### config.mk
export PLATFORM = sky130hd
export DESIGN_NAME = wkt_wakeup_timer
export DESIGN_NICKNAME = d
export VERILOG_FILES = /design/src/shared/wkt_pkg.sv /design/src/wkt_prescaler.sv /design/src/wkt_wakeup_timer.sv
export SDC_FILE = /design/constraint.sdc
export NUM_CORES = 1
export LEC_CHECK = 0
export ABC_AREA = 1
export BUFFER_PORTS_ARGS = -buffer_cell sky130_fd_sc_hd__clkbuf_2
export CAP_MARGIN = 20
export CORE_MARGIN = 10
export CORE_UTILIZATION = 35
export DETAILED_ROUTE_END_ITERATION = 7
export PLACE_DENSITY = 0.55
export SKIP_CTS_REPAIR_TIMING = 1
export SLEW_MARGIN = 25
export SYNTH_ARGS = -nofsm -noshare
export SYNTH_HDL_FRONTEND = slang
export SYNTH_SLANG_ARGS = --single-unit
### constraint.sdc
create_clock -name ref_clk_in -period 2.1 [get_ports ref_clk_in]
set_input_delay 0.21 -clock ref_clk_in [delete_from_list [all_inputs] [get_ports ref_clk_in]]
set_output_delay 0.21 -clock ref_clk_in [all_outputs]
set_load 0.02 [all_outputs]
### src/shared/wkt_pkg.sv
// Package for the wake-up timer block: register map, fields, states.
// Assumes an 8-bit register port with byte addresses.
`default_nettype none
package wkt_pkg;

    // ----------------------------------------
    // Register map
    // ----------------------------------------
    localparam logic [7:0] ADDR_T3_COUNT_HIGH = 8'h21;
    localparam logic [7:0] ADDR_T3_COUNT_LOW  = 8'h22;
    localparam logic [7:0] ADDR_CONTROL       = 8'h23;
    localparam logic [7:0] ADDR_RELOAD_HIGH   = 8'h24;
    localparam logic [7:0] ADDR_RELOAD_LOW    = 8'h25;
    localparam logic [7:0] ADDR_COUNT_HIGH    = 8'h26;
    localparam logic [7:0] ADDR_COUNT_LOW     = 8'h27;
    localparam logic [7:0] ADDR_STATUS        = 8'h2c;

    // ----------------------------------------
    // Control fields
    // ----------------------------------------
    localparam int BIT_RUNNING     = 7;
    localparam int BIT_PERMIT      = 6;
    localparam int BIT_AUTO_TRIM   = 5;
    localparam int BIT_AUTO_CHECK  = 4;
    localparam int BIT_AUTO_RELOAD = 3;
    localparam int BIT_AUTO_WAKE   = 2;

    localparam logic [1:0] CLK_DIV1  = 2'h0;
    localparam logic [1:0] CLK_DIV8  = 2'h1;
    localparam logic [1:0] CLK_DIV16 = 2'h2;
    localparam logic [1:0] CLK_DIV32 = 2'h3;

    localparam logic [4:0] DIV8_LAST  = 5'h07;
    localparam logic [4:0] DIV16_LAST = 5'h0f;
    localparam logic [4:0] DIV32_LAST = 5'h1f;

    localparam logic [7:0]  RESET_BYTE  = 8'h00;
    localparam logic [15:0] RESET_COUNT = 16'h0000;
    localparam logic [15:0] COUNT_ONE   = 16'h0001;
    localparam logic [4:0]  PRESC_ZERO  = 5'h00;
    localparam logic [4:0]  PRESC_ONE   = 5'h01;

    // ----------------------------------------
    // Types
    // ----------------------------------------
    typedef struct packed {
        logic       auto_trim;
        logic       auto_check;
        logic       auto_reload;
        logic       auto_wake;
        logic [1:0] clock_select;
    } wkt_ctrl_t;

    localparam wkt_ctrl_t CTRL_RESET = '{1'b0, 1'b0, 1'b0, 1'b0, 2'h0};

    typedef struct packed {
        logic       write;
        logic       read;
        logic [7:0] addr;
        logic [7:0] wdata;
    } wkt_bus_t;

    // Card check sequence; IDLE to FIELD and FIELD to EVAL each change one bit, EVAL to IDLE two
    typedef enum logic [1:0] {
        CHK_IDLE  = 2'b00,
        CHK_FIELD = 2'b01,
        CHK_EVAL  = 2'b11
    } wkt_chk_t;

endpackage : wkt_pkg
`default_nettype wire

### src/wkt_prescaler.sv
// Slow oscillator tick divider for the wake-up timer.
// Assumes slow_tick_in is a one-cycle pulse synchronous to ref_clk_in.
`default_nettype none
module wkt_prescaler
    import wkt_pkg::*;
(
    input  wire logic       ref_clk_in,
    input  wire logic       reset_n_in,
    input  wire logic       run_in,
    input  wire logic       slow_tick_in,
    input  wire logic [1:0] select_in,
    output logic            tick_out
);

    logic [4:0] presc_q;
    logic [4:0] last;

    always_comb begin
        unique case (select_in)
            CLK_DIV1:  last = PRESC_ZERO;
            CLK_DIV8:  last = DIV8_LAST;
            CLK_DIV16: last = DIV16_LAST;
            CLK_DIV32: last = DIV32_LAST;
        endcase
    end

    // Restarts from zero when stopped, so each start from stop gets a full first period
    always_ff @(posedge ref_clk_in or negedge reset_n_in) begin
        if (!reset_n_in) begin
            presc_q <= PRESC_ZERO;
        end else if (!run_in) begin
            presc_q <= PRESC_ZERO;
        end else if (slow_tick_in) begin
            presc_q <= (presc_q >= last) ? PRESC_ZERO : presc_q + PRESC_ONE;
        end
    end

    assign tick_out = run_in && slow_tick_in && (presc_q >= last);

endmodule // wkt_prescaler
`default_nettype wire

### src/wkt_wakeup_timer.sv
// Wake-up timer with count readout and timer 3 count readout.
// Assumes a synchronous register port and a slow oscillator tick pulse.
`default_nettype none

module wkt_wakeup_timer
    import wkt_pkg::*;
(
    input  wire logic        ref_clk_in,
    input  wire logic        reset_n_in,
    input  wire logic [7:0]  addr_in,
    input  wire logic [7:0]  wdata_in,
    input  wire logic        write_in,
    input  wire logic        read_in,
    output logic      [7:0]  rdata_out,
    input  wire logic        slow_tick_in,
    input  wire logic [15:0] timer3_count_in,
    input  wire logic        timer3_underflow_in,
    input  wire logic        card_result_valid_in,
    input  wire logic        card_present_in,
    output logic             trim_start_out,
    output logic             field_on_out,
    output logic             timer3_start_out,
    output logic             card_irq_out,
    output logic             wake_out,
    output logic             power_down_out,
    output logic             underflow_flag_out
);

    // ----------------------------------------
    // Register port
    // ----------------------------------------
    wkt_bus_t  bus;
    wkt_ctrl_t ctrl_q;
    logic      running_q;
    logic [7:0] reload_high_q;
    logic [7:0] reload_low_q;
    logic [15:0] count_q;
    logic      flag_q;
    logic      tick;
    logic      underflow;
    logic      start_evt;
    logic      stop_evt;
    logic      ctrl_wr;
    logic      status_rd;
    wkt_chk_t  chk_q;

    assign bus = '{write_in, read_in, addr_in, wdata_in};
    assign ctrl_wr   = bus.write && (bus.addr == ADDR_CONTROL);
    assign start_evt = ctrl_wr && bus.wdata[BIT_PERMIT] && bus.wdata[BIT_RUNNING];
    assign stop_evt  = ctrl_wr && bus.wdata[BIT_PERMIT] && !bus.wdata[BIT_RUNNING];
    assign status_rd = bus.read && (bus.addr == ADDR_STATUS);

    function automatic logic [7:0] read_mux(input logic [7:0] a);
        unique case (a)
            ADDR_T3_COUNT_HIGH: read_mux = timer3_count_in[15:8];
            ADDR_T3_COUNT_LOW:  read_mux = timer3_count_in[7:0];
            ADDR_CONTROL:       read_mux = {running_q, 1'b0, ctrl_q};
            ADDR_RELOAD_HIGH:   read_mux = reload_high_q;
            ADDR_RELOAD_LOW:    read_mux = reload_low_q;
            ADDR_COUNT_HIGH:    read_mux = count_q[15:8];
            ADDR_COUNT_LOW:     read_mux = count_q[7:0];
            ADDR_STATUS:        read_mux = {7'h00, flag_q};
            default:            read_mux = RESET_BYTE;
        endcase
    endfunction

    always_ff @(posedge ref_clk_in or negedge reset_n_in) begin
        if (!reset_n_in) begin
            rdata_out <= RESET_BYTE;
        end else if (bus.read) begin
            rdata_out <= read_mux(bus.addr);
        end else begin
            rdata_out <= RESET_BYTE;
        end
    end

    // ----------------------------------------
    // Configuration registers
    // ----------------------------------------
    always_ff @(posedge ref_clk_in or negedge reset_n_in) begin
        if (!reset_n_in) begin
            ctrl_q <= CTRL_RESET;
        end else if (ctrl_wr) begin
            ctrl_q <= wkt_ctrl_t'(bus.wdata[5:0]);
        end
    end

    always_ff @(posedge ref_clk_in or negedge reset_n_in) begin
        if (!reset_n_in) begin
            reload_high_q <= RESET_BYTE;
            reload_low_q  <= RESET_BYTE;
        end else if (bus.write) begin
            if (bus.addr == ADDR_RELOAD_HIGH) begin
                reload_high_q <= bus.wdata;
            end
            if (bus.addr == ADDR_RELOAD_LOW) begin
                reload_low_q <= bus.wdata;
            end
        end
    end

    // ----------------------------------------
    // Countdown
    // ----------------------------------------
    wkt_prescaler u_prescaler (
        .ref_clk_in   (ref_clk_in),
        .reset_n_in   (reset_n_in),
        .run_in       (running_q),
        .slow_tick_in (slow_tick_in),
        .select_in    (ctrl_q.clock_select),
        .tick_out     (tick)
    );

    assign underflow = tick && (count_q == RESET_COUNT);

    // Card checking forces a gapless restart even without auto-reload
    always_ff @(posedge ref_clk_in or negedge reset_n_in) begin
        if (!reset_n_in) begin
            running_q <= 1'b0;
        end else if (start_evt) begin
            running_q <= 1'b1;
        end else if (stop_evt) begin
            running_q <= 1'b0;
        end else if (underflow && !ctrl_q.auto_reload && !ctrl_q.auto_check) begin
            running_q <= 1'b0;
        end
    end

    always_ff @(posedge ref_clk_in or negedge reset_n_in) begin
        if (!reset_n_in) begin
            count_q <= RESET_COUNT;
        end else if (start_evt) begin
            count_q <= {reload_high_q, reload_low_q};
        end else if (underflow) begin
            if (ctrl_q.auto_reload || ctrl_q.auto_check) begin
                count_q <= {reload_high_q, reload_low_q};
            end
        end else if (tick) begin
            count_q <= count_q - COUNT_ONE;
        end
    end

    // ----------------------------------------
    // Underflow flag, set wins over read-clear
    // ----------------------------------------
    always_ff @(posedge ref_clk_in or negedge reset_n_in) begin
        if (!reset_n_in) begin
            flag_q <= 1'b0;
        end else if (underflow) begin
            flag_q <= 1'b1;
        end else if (status_rd) begin
            flag_q <= 1'b0;
        end
    end

    always_ff @(posedge ref_clk_in or negedge reset_n_in) begin
        if (!reset_n_in) begin
            underflow_flag_out <= 1'b0;
        end else if (underflow) begin
            underflow_flag_out <= 1'b1;
        end else if (status_rd) begin
            underflow_flag_out <= 1'b0;                          // Drops with the clearing read
        end
    end

    // ----------------------------------------
    // Underflow actions
    // ----------------------------------------
    always_ff @(posedge ref_clk_in or negedge reset_n_in) begin
        if (!reset_n_in) begin
            trim_start_out <= 1'b0;
            wake_out       <= 1'b0;
        end else begin
            trim_start_out <= underflow && ctrl_q.auto_trim;
            wake_out       <= underflow && ctrl_q.auto_wake;
        end
    end

    // ----------------------------------------
    // Card check sequence
    // ----------------------------------------
    // Field window is timed by timer 3; result arrives from the detector
    always_ff @(posedge ref_clk_in or negedge reset_n_in) begin
        if (!reset_n_in) begin
            chk_q <= CHK_IDLE;
        end else begin
            unique case (chk_q)
                CHK_IDLE: begin
                    if (underflow && ctrl_q.auto_check) begin
                        chk_q <= CHK_FIELD;
                    end
                end
                CHK_FIELD: begin
                    if (timer3_underflow_in) begin
                        chk_q <= CHK_EVAL;
                    end
                end
                CHK_EVAL: begin
                    if (card_result_valid_in) begin
                        chk_q <= CHK_IDLE;
                    end
                end
                default: chk_q <= CHK_IDLE;
            endcase
        end
    end

    always_ff @(posedge ref_clk_in or negedge reset_n_in) begin
        if (!reset_n_in) begin
            timer3_start_out <= 1'b0;
            field_on_out     <= 1'b0;
        end else begin
            timer3_start_out <= (chk_q == CHK_IDLE) && underflow && ctrl_q.auto_check;
            field_on_out     <= (chk_q == CHK_IDLE) ? (underflow && ctrl_q.auto_check)
                                : (chk_q == CHK_FIELD) && !timer3_underflow_in;
        end
    end

    always_ff @(posedge ref_clk_in or negedge reset_n_in) begin
        if (!reset_n_in) begin
            card_irq_out   <= 1'b0;
            power_down_out <= 1'b0;
        end else begin
            card_irq_out   <= (chk_q == CHK_EVAL) && card_result_valid_in && card_present_in;
            power_down_out <= (chk_q == CHK_EVAL) && card_result_valid_in && !card_present_in
                              && ctrl_q.auto_wake;
        end
    end

endmodule // wkt_wakeup_timer
`default_nettype wire

### Word-level counts from Yosys, hierarchy flattened

Cells that the tools add are included.

* bits in read-only memories: 0
* output and inout bits: 15
* register bits after elaboration: 61
* memories kept: 0
* bits in latches: 0
* bits of input ports: 40
* memory bits (writable): 0

* eq/ne operators: 18
* div/mod/pow operators: 0
* magnitude comparators: 1
* bitwise operators: 0
* add/sub/neg operators: 2
* multiply operators: 0
* muxes and demuxes: 20
* reduce and logical (&&, ||, !) cells: 36
* shift-type cells: 0

Operators by type and width (number)
* equality test 8 x 6 -> 1 bit (second input constant): 8
* 2-to-1 mux 16 bit: 4
* one-hot mux 8 bit (8 select lines): 1
* logical AND 1 bit: 20
* one-hot mux 5 bit (4 select lines): 1
* logical NOT 16 bit: 1
* subtractor 16 x 1 -> 16 bit (second input constant): 1
* 2-to-1 mux 5 bit: 3
* 2-to-1 mux 8 bit: 1
* inequality test 2 bit (second input constant): 4
* equality test 2 bit (second input constant): 3
* 2-to-1 mux 1 bit: 6
* 2-to-1 mux 2 bit: 3
* one-hot mux 2 bit (3 select lines): 1
* AND reduction 2 bit: 3
* nonzero test 3 bit: 2
* adder 5 x 1 -> 5 bit (second input constant): 1
* greater-or-equal comparator 5 bit: 1
* logical NOT 1 bit: 5
* equality test 2 x 1 -> 1 bit (second input constant): 2
* logical NOT 2 bit: 2
* inequality test 3 x 1 -> 1 bit (second input constant): 1
* AND reduction 3 bit: 1
* nonzero test 2 bit: 1
* logical OR 1 bit: 1

### Longest topological paths before layout

* depth in word-level cells: 10
* gate-level depth with buffers: 17

### Modules after synthesis

From an unflattened synthesis, not the netlist that was laid out.

* cell total of the unflattened synthesis: 523
* area, all modules: 3677.3 um^2

Modules (own cells, without submodules)
* wkt_wakeup_timer: times used 1, cells an instance 464, area each 3270.6 um^2
* wkt_prescaler: times used 1, cells an instance 59, area each 406.6 um^2

### Worst setup path before layout

No wires, ideal clock.

* path type: reg2reg
* from: reg ctrl_q[1] (netlist name)
* to: reg count_q[11]
* path buffers: 1
* library setup time: 0.117 ns
* arrival time: 1.841 ns
* stages on the path, launching flop included: 18
* setup slack: 0.141 ns
* cells stage by stage: dfrtp_1 nor2_2 inv_1 ha_1 inv_1 nand2_1 nand2_1 nand3_1 nand2_1 nand2_1 nand2_1 nand2_1 nand3_4 nand2_2 buf_6 nand2_1 nand3_1 nand2_1

* word-level cells in the longest chain between the ends: 7

Ends and longest elaborated chain
* start, declared: line wkt_wakeup_timer.sv:33 `wkt_ctrl_t ctrl_q;`
* start signal, assigned: line wkt_wakeup_timer.sv:84 `ctrl_q <= wkt_ctrl_t'(bus.wdata[5:0]);`
* equality test 2 bit, or another cell as far along: line wkt_prescaler.sv:19 `unique case (select_in)`
* one-hot mux 5 bit (4 select lines) (*): line wkt_prescaler.sv:19
* greater-or-equal comparator 5 bit (*): line wkt_prescaler.sv:38 `assign tick_out = run_in && slow_tick_in && (presc_q >= last);`
* logical AND 1 bit (*): line wkt_prescaler.sv:38
* logical AND 1 bit: line wkt_wakeup_timer.sv:114 `assign underflow = tick && (count_q == RESET_COUNT);`
* inequality test 3 x 1 -> 1 bit (no source line), or another cell as far along
* AND reduction 2 bit (no source line) or 2-to-1 mux 16 bit (tied branches)
* end signal, assigned: line wkt_wakeup_timer.sv:133 `count_q <= {reload_high_q, reload_low_q};`
* end signal, assigned: line wkt_wakeup_timer.sv:136 `count_q <= {reload_high_q, reload_low_q};`
* end signal, assigned: line wkt_wakeup_timer.sv:139 `count_q <= count_q - COUNT_ONE;`
* end, declared: line wkt_wakeup_timer.sv:37 `logic [15:0] count_q;`

Mark *: on every way between the ends. The rest lies on a longest branch, timed or not.
A chain may end at the register's enable or synchronous reset.

### Final worst setup path

* from: reg count_q[1]
* to: reg count_q[4]

* word-level cells in the longest chain between the ends: 4

Ends and longest elaborated chain
* subtractor 16 x 1 -> 16 bit or logical NOT 16 bit (tied branches): line wkt_wakeup_timer.sv:139, wkt_wakeup_timer.sv:114
* 2-to-1 mux 16 bit or logical AND 1 bit (tied branches): line wkt_wakeup_timer.sv:138, wkt_wakeup_timer.sv:114
* 2-to-1 mux 16 bit, or another cell as far along: line wkt_wakeup_timer.sv:134 `end else if (underflow) begin`
* 2-to-1 mux 16 bit or AND reduction 2 bit (tied branches)

Several ways; a longest one is shown, not always the timed one. The select of a mux whose other input is x is not followed.

==> insert_results.sql <==
INSERT INTO impl_metrics (metric_group, metric, value, unit) VALUES
('synthesis', 'post_synth_inst_count', '482', ''),
('floorplan', 'ioPinCount', '55', ''),
('layout', 'nFillCells', '1061', ''),
('critical_path', 'cpMaxStageDelayCell', 'sky130_fd_sc_hd__dfrtp_1', ''),
('global_routing', 'grtUsageTotal', '15.12', '%'),
('cts', 'htree_levels', '3', ''),
('worst_hold_path', 'worstHoldStart', 'card_present_in', ''),
('synthesis', 'syn_avg_cell_area', '7.367', 'um^2'),
('place', 'routabilityCongestion', '0.9893', ''),
('global_routing', 'grt_max_degree', '27', ''),
('drt', 'detail_route.iter0.violations', '231', ''),
('timing', 'finalHoldViolations', '0', ''),
('drt', 'wl_per_cell', '15.59', 'um'),
('critical_path', 'ff2ff_path_depth', '12', ''),
('worst_hold_path', 'worstHoldPathCells', '2', ''),
('synthesis', 'synth-seq-area-share', '42.99', '%'),
('synthesis', 'netlist.top_cell.by_area', 'sky130_fd_sc_hd__dfrtp_1', ''),
('synthesis', 'dominantRegCellSynth', 'sky130_fd_sc_hd__dfrtp_1', ''),
('cts', 'cts_made_buffers', '9', ''),
('power', 'powerDensity', '1052', 'mW/mm^2'),
('synthesis', 'post_synth_and_or_nand_nor_area_fraction', '33.90', '%'),
('synthesis', 'post_synthesis_compound_gate_area_fraction', '8.774', '%'),
('run_status', 'status', 'finished clean', ''),
('layout', 'instances_no_fill', '708', ''),
('timing', 'report.final.slew_viol_count', '0', ''),
('critical_path', 'delay_heaviest_family_cp', 'simple AND/OR/NAND/NOR gates', ''),
('synthesis', 'synth_async_sr_flop_share', '100.0', '%'),
('global_routing', 'overflow', '0', ''),
('timing', 'hold-worst-slack', '24.40', 'ps'),
('drt', 'drc', '0', ''),
('critical_path', 'reg2reg_to', 'count_q[4]', ''),
('timing', 'timing.final.crit_share', '96.60', '%'),
('synthesis', 'synth_xor_area_share', '3.700', '%'),
('critical_path', 'setup.worst_path.start_class', 'register', ''),
('synthesis', 'yosys_warnings', '0', ''),
('drt', 'totalWireLength', '11040', 'um'),
('synthesis', 'cell_with_the_most_instances_after_synthesis', 'sky130_fd_sc_hd__nand2_1', ''),
('critical_path', 'ff2ff_setup_slack', '70', 'ps'),
('synthesis', 'synth_edf_count', '0', ''),
('drt', 'antenna_left', '0', ''),
('place', 'place.detailed.instances', '690', ''),
('timing', 'finalSetupViolations', '0', ''),
('power', 'vdd_drop_max', '0.0003967', 'V'),
('floorplan', 'rows', '36', ''),
('timing', 'finalSetupTns', '0', 'ps'),
('synthesis', 'share_of_synthesized_area_spent_on_multiplexers', '0', '%'),
('place', 'place.detailed.hpwl', '8493', 'um'),
('power', 'leakagePower', '2.304', 'nW'),
('worst_hold_path', 'worst_hold_path.endpoint', 'power_down_out', ''),
('synthesis', 'yosys.cell_types.count', '35', ''),
('layout', 'area.sequential', '0.001526', 'mm^2'),
('place', 'port_buffers', '54', ''),
('timing', 'rsz0062_at_grt', 'true', ''),
('cts', 'clk_pin_slew_worst_paths', '80', 'ps'),
('synthesis', 'synth_top_family_by_area', 'simple AND/OR/NAND/NOR gates', ''),
('floorplan', 'fp.dieH', '120.7', 'um'),
('synthesis', 'synth_common_cells', 'sky130_fd_sc_hd__nand2_1 (147), sky130_fd_sc_hd__dfrtp_1 (61), sky130_fd_sc_hd__inv_1 (61)', ''),
('cts', 'cts_tree', 'built', ''),
('cts', 'cts.sinks', '61', ''),
('drt', 'vias_post_dr', '3426', ''),
('global_routing', 'first_global_vias', '3368', ''),
('critical_path', 'critPathBufInv', '3', ''),
('critical_path', 'slowest_delay', '410', 'ps'),
('floorplan', 'floorplan.initialDensity', '36.16', '%'),
('synthesis', 'synth_top_area_share', '42.99', '%'),
('layout', 'syn2layout_area_growth', '26.00', '%'),
('timing', 'max_clock_freq', '492.9', 'MHz'),
('floorplan', 'chip_width', '120.7', 'um'),
('cts', 'clock_insertion_delay_worst_skew', '350', 'ps'),
('drt', 'drtPass1Iterations', '6', ''),
('critical_path', 'critPathCaptureType', 'register', '');
-- per-stage QoR --
stage	setup WS (ps)	util (%)
2_1_floorplan	141.4	-
3_3_place_gp	121.3	42.60
3_5_place_dp	104.5	42.60
4_1_cts	81.69	44.62
5_1_grt	-41.58	45.57
6_report	71.35	45.57
-- worst max-delay path by stage --
stage / to / depth (start not counted) / slack [ps] / from
floorplan: count_q[11] / 17 / 140 / ctrl_q[1]
global placement: count_q[0] / 12 / 120 / count_q[1]
detailed placement: count_q[4] / 16 / 100 / ctrl_q[1]
CTS: count_q[3] / 16 / 80 / ctrl_q[1]
global route: count_q[5] / 17 / -40 / ctrl_q[0]
finish: count_q[4] / 12 / 70 / count_q[1]
-- registers in the layout, indices dropped and copies added (netlist names) --
signal and cells:
chk_q 2, trim_start_out 1, reload_low_q 8, reload_high_q 8
ctrl_q 6, rdata_out 8, card_irq_out 1, running_q 1
underflow_flag_out 1, timer3_start_out 1, u_prescaler.presc_q 5, field_on_out 1
power_down_out 1, wake_out 1, count_q 16
-- routing by layer --
layer	wire [um]	share of wire, %	global-route usage [%]	up-vias
met2	4864	44	23.43	118
met4	129	1.2	4.902	0
met3	838	7.6	3.350	10
met5	0	0	0	-
li1	-	-	-	1708
met1	5206	47	20.41	1590
-- cells by family (layout without fill, tap and decap cells) --
family,after synthesis,in the layout
XOR/XNOR,15,15
AND/OR/NAND/NOR,268,268
flip-flops,61,61
adder cells (fa/ha/maj),6,6
buffers and inverters,75,168
AO/OA/AOI/OAI,57,57
-- cell usage in the layout, fill, tap and decap left out, drive strengths merged, types with 9 or more instances in the layout --
cell type	n
nand2	150
inv	66
clkbuf	64
dfrtp	61
nor2	53
o21ai	41
nand3	41
buf	30
xor2	12
nand3b	9
-- power breakdown --
group | leakage (nW) | total [mW] | internal (mW) | switching, mW
sequential | 0.837 | 1.50 | 1.34 | 0.165
combinational | 1.37 | 2.12 | 0.917 | 1.20
clock | 0.0918 | 1.08 | 0.552 | 0.533
total | 2.30 | 4.71 | 2.81 | 1.90
-- cell type report --
cell class                 instances  share of cell area [%]
tap                              133                   3.719
clock inverter                     7                   1.678
inverter                          66                   5.537
timing repair buffer              86                   12.58
multi-input combinational        346                   39.60
clock buffer                       9                   2.768
sequential                        61                   34.12
No activity file was read; power rests on OpenSTA's default activity.
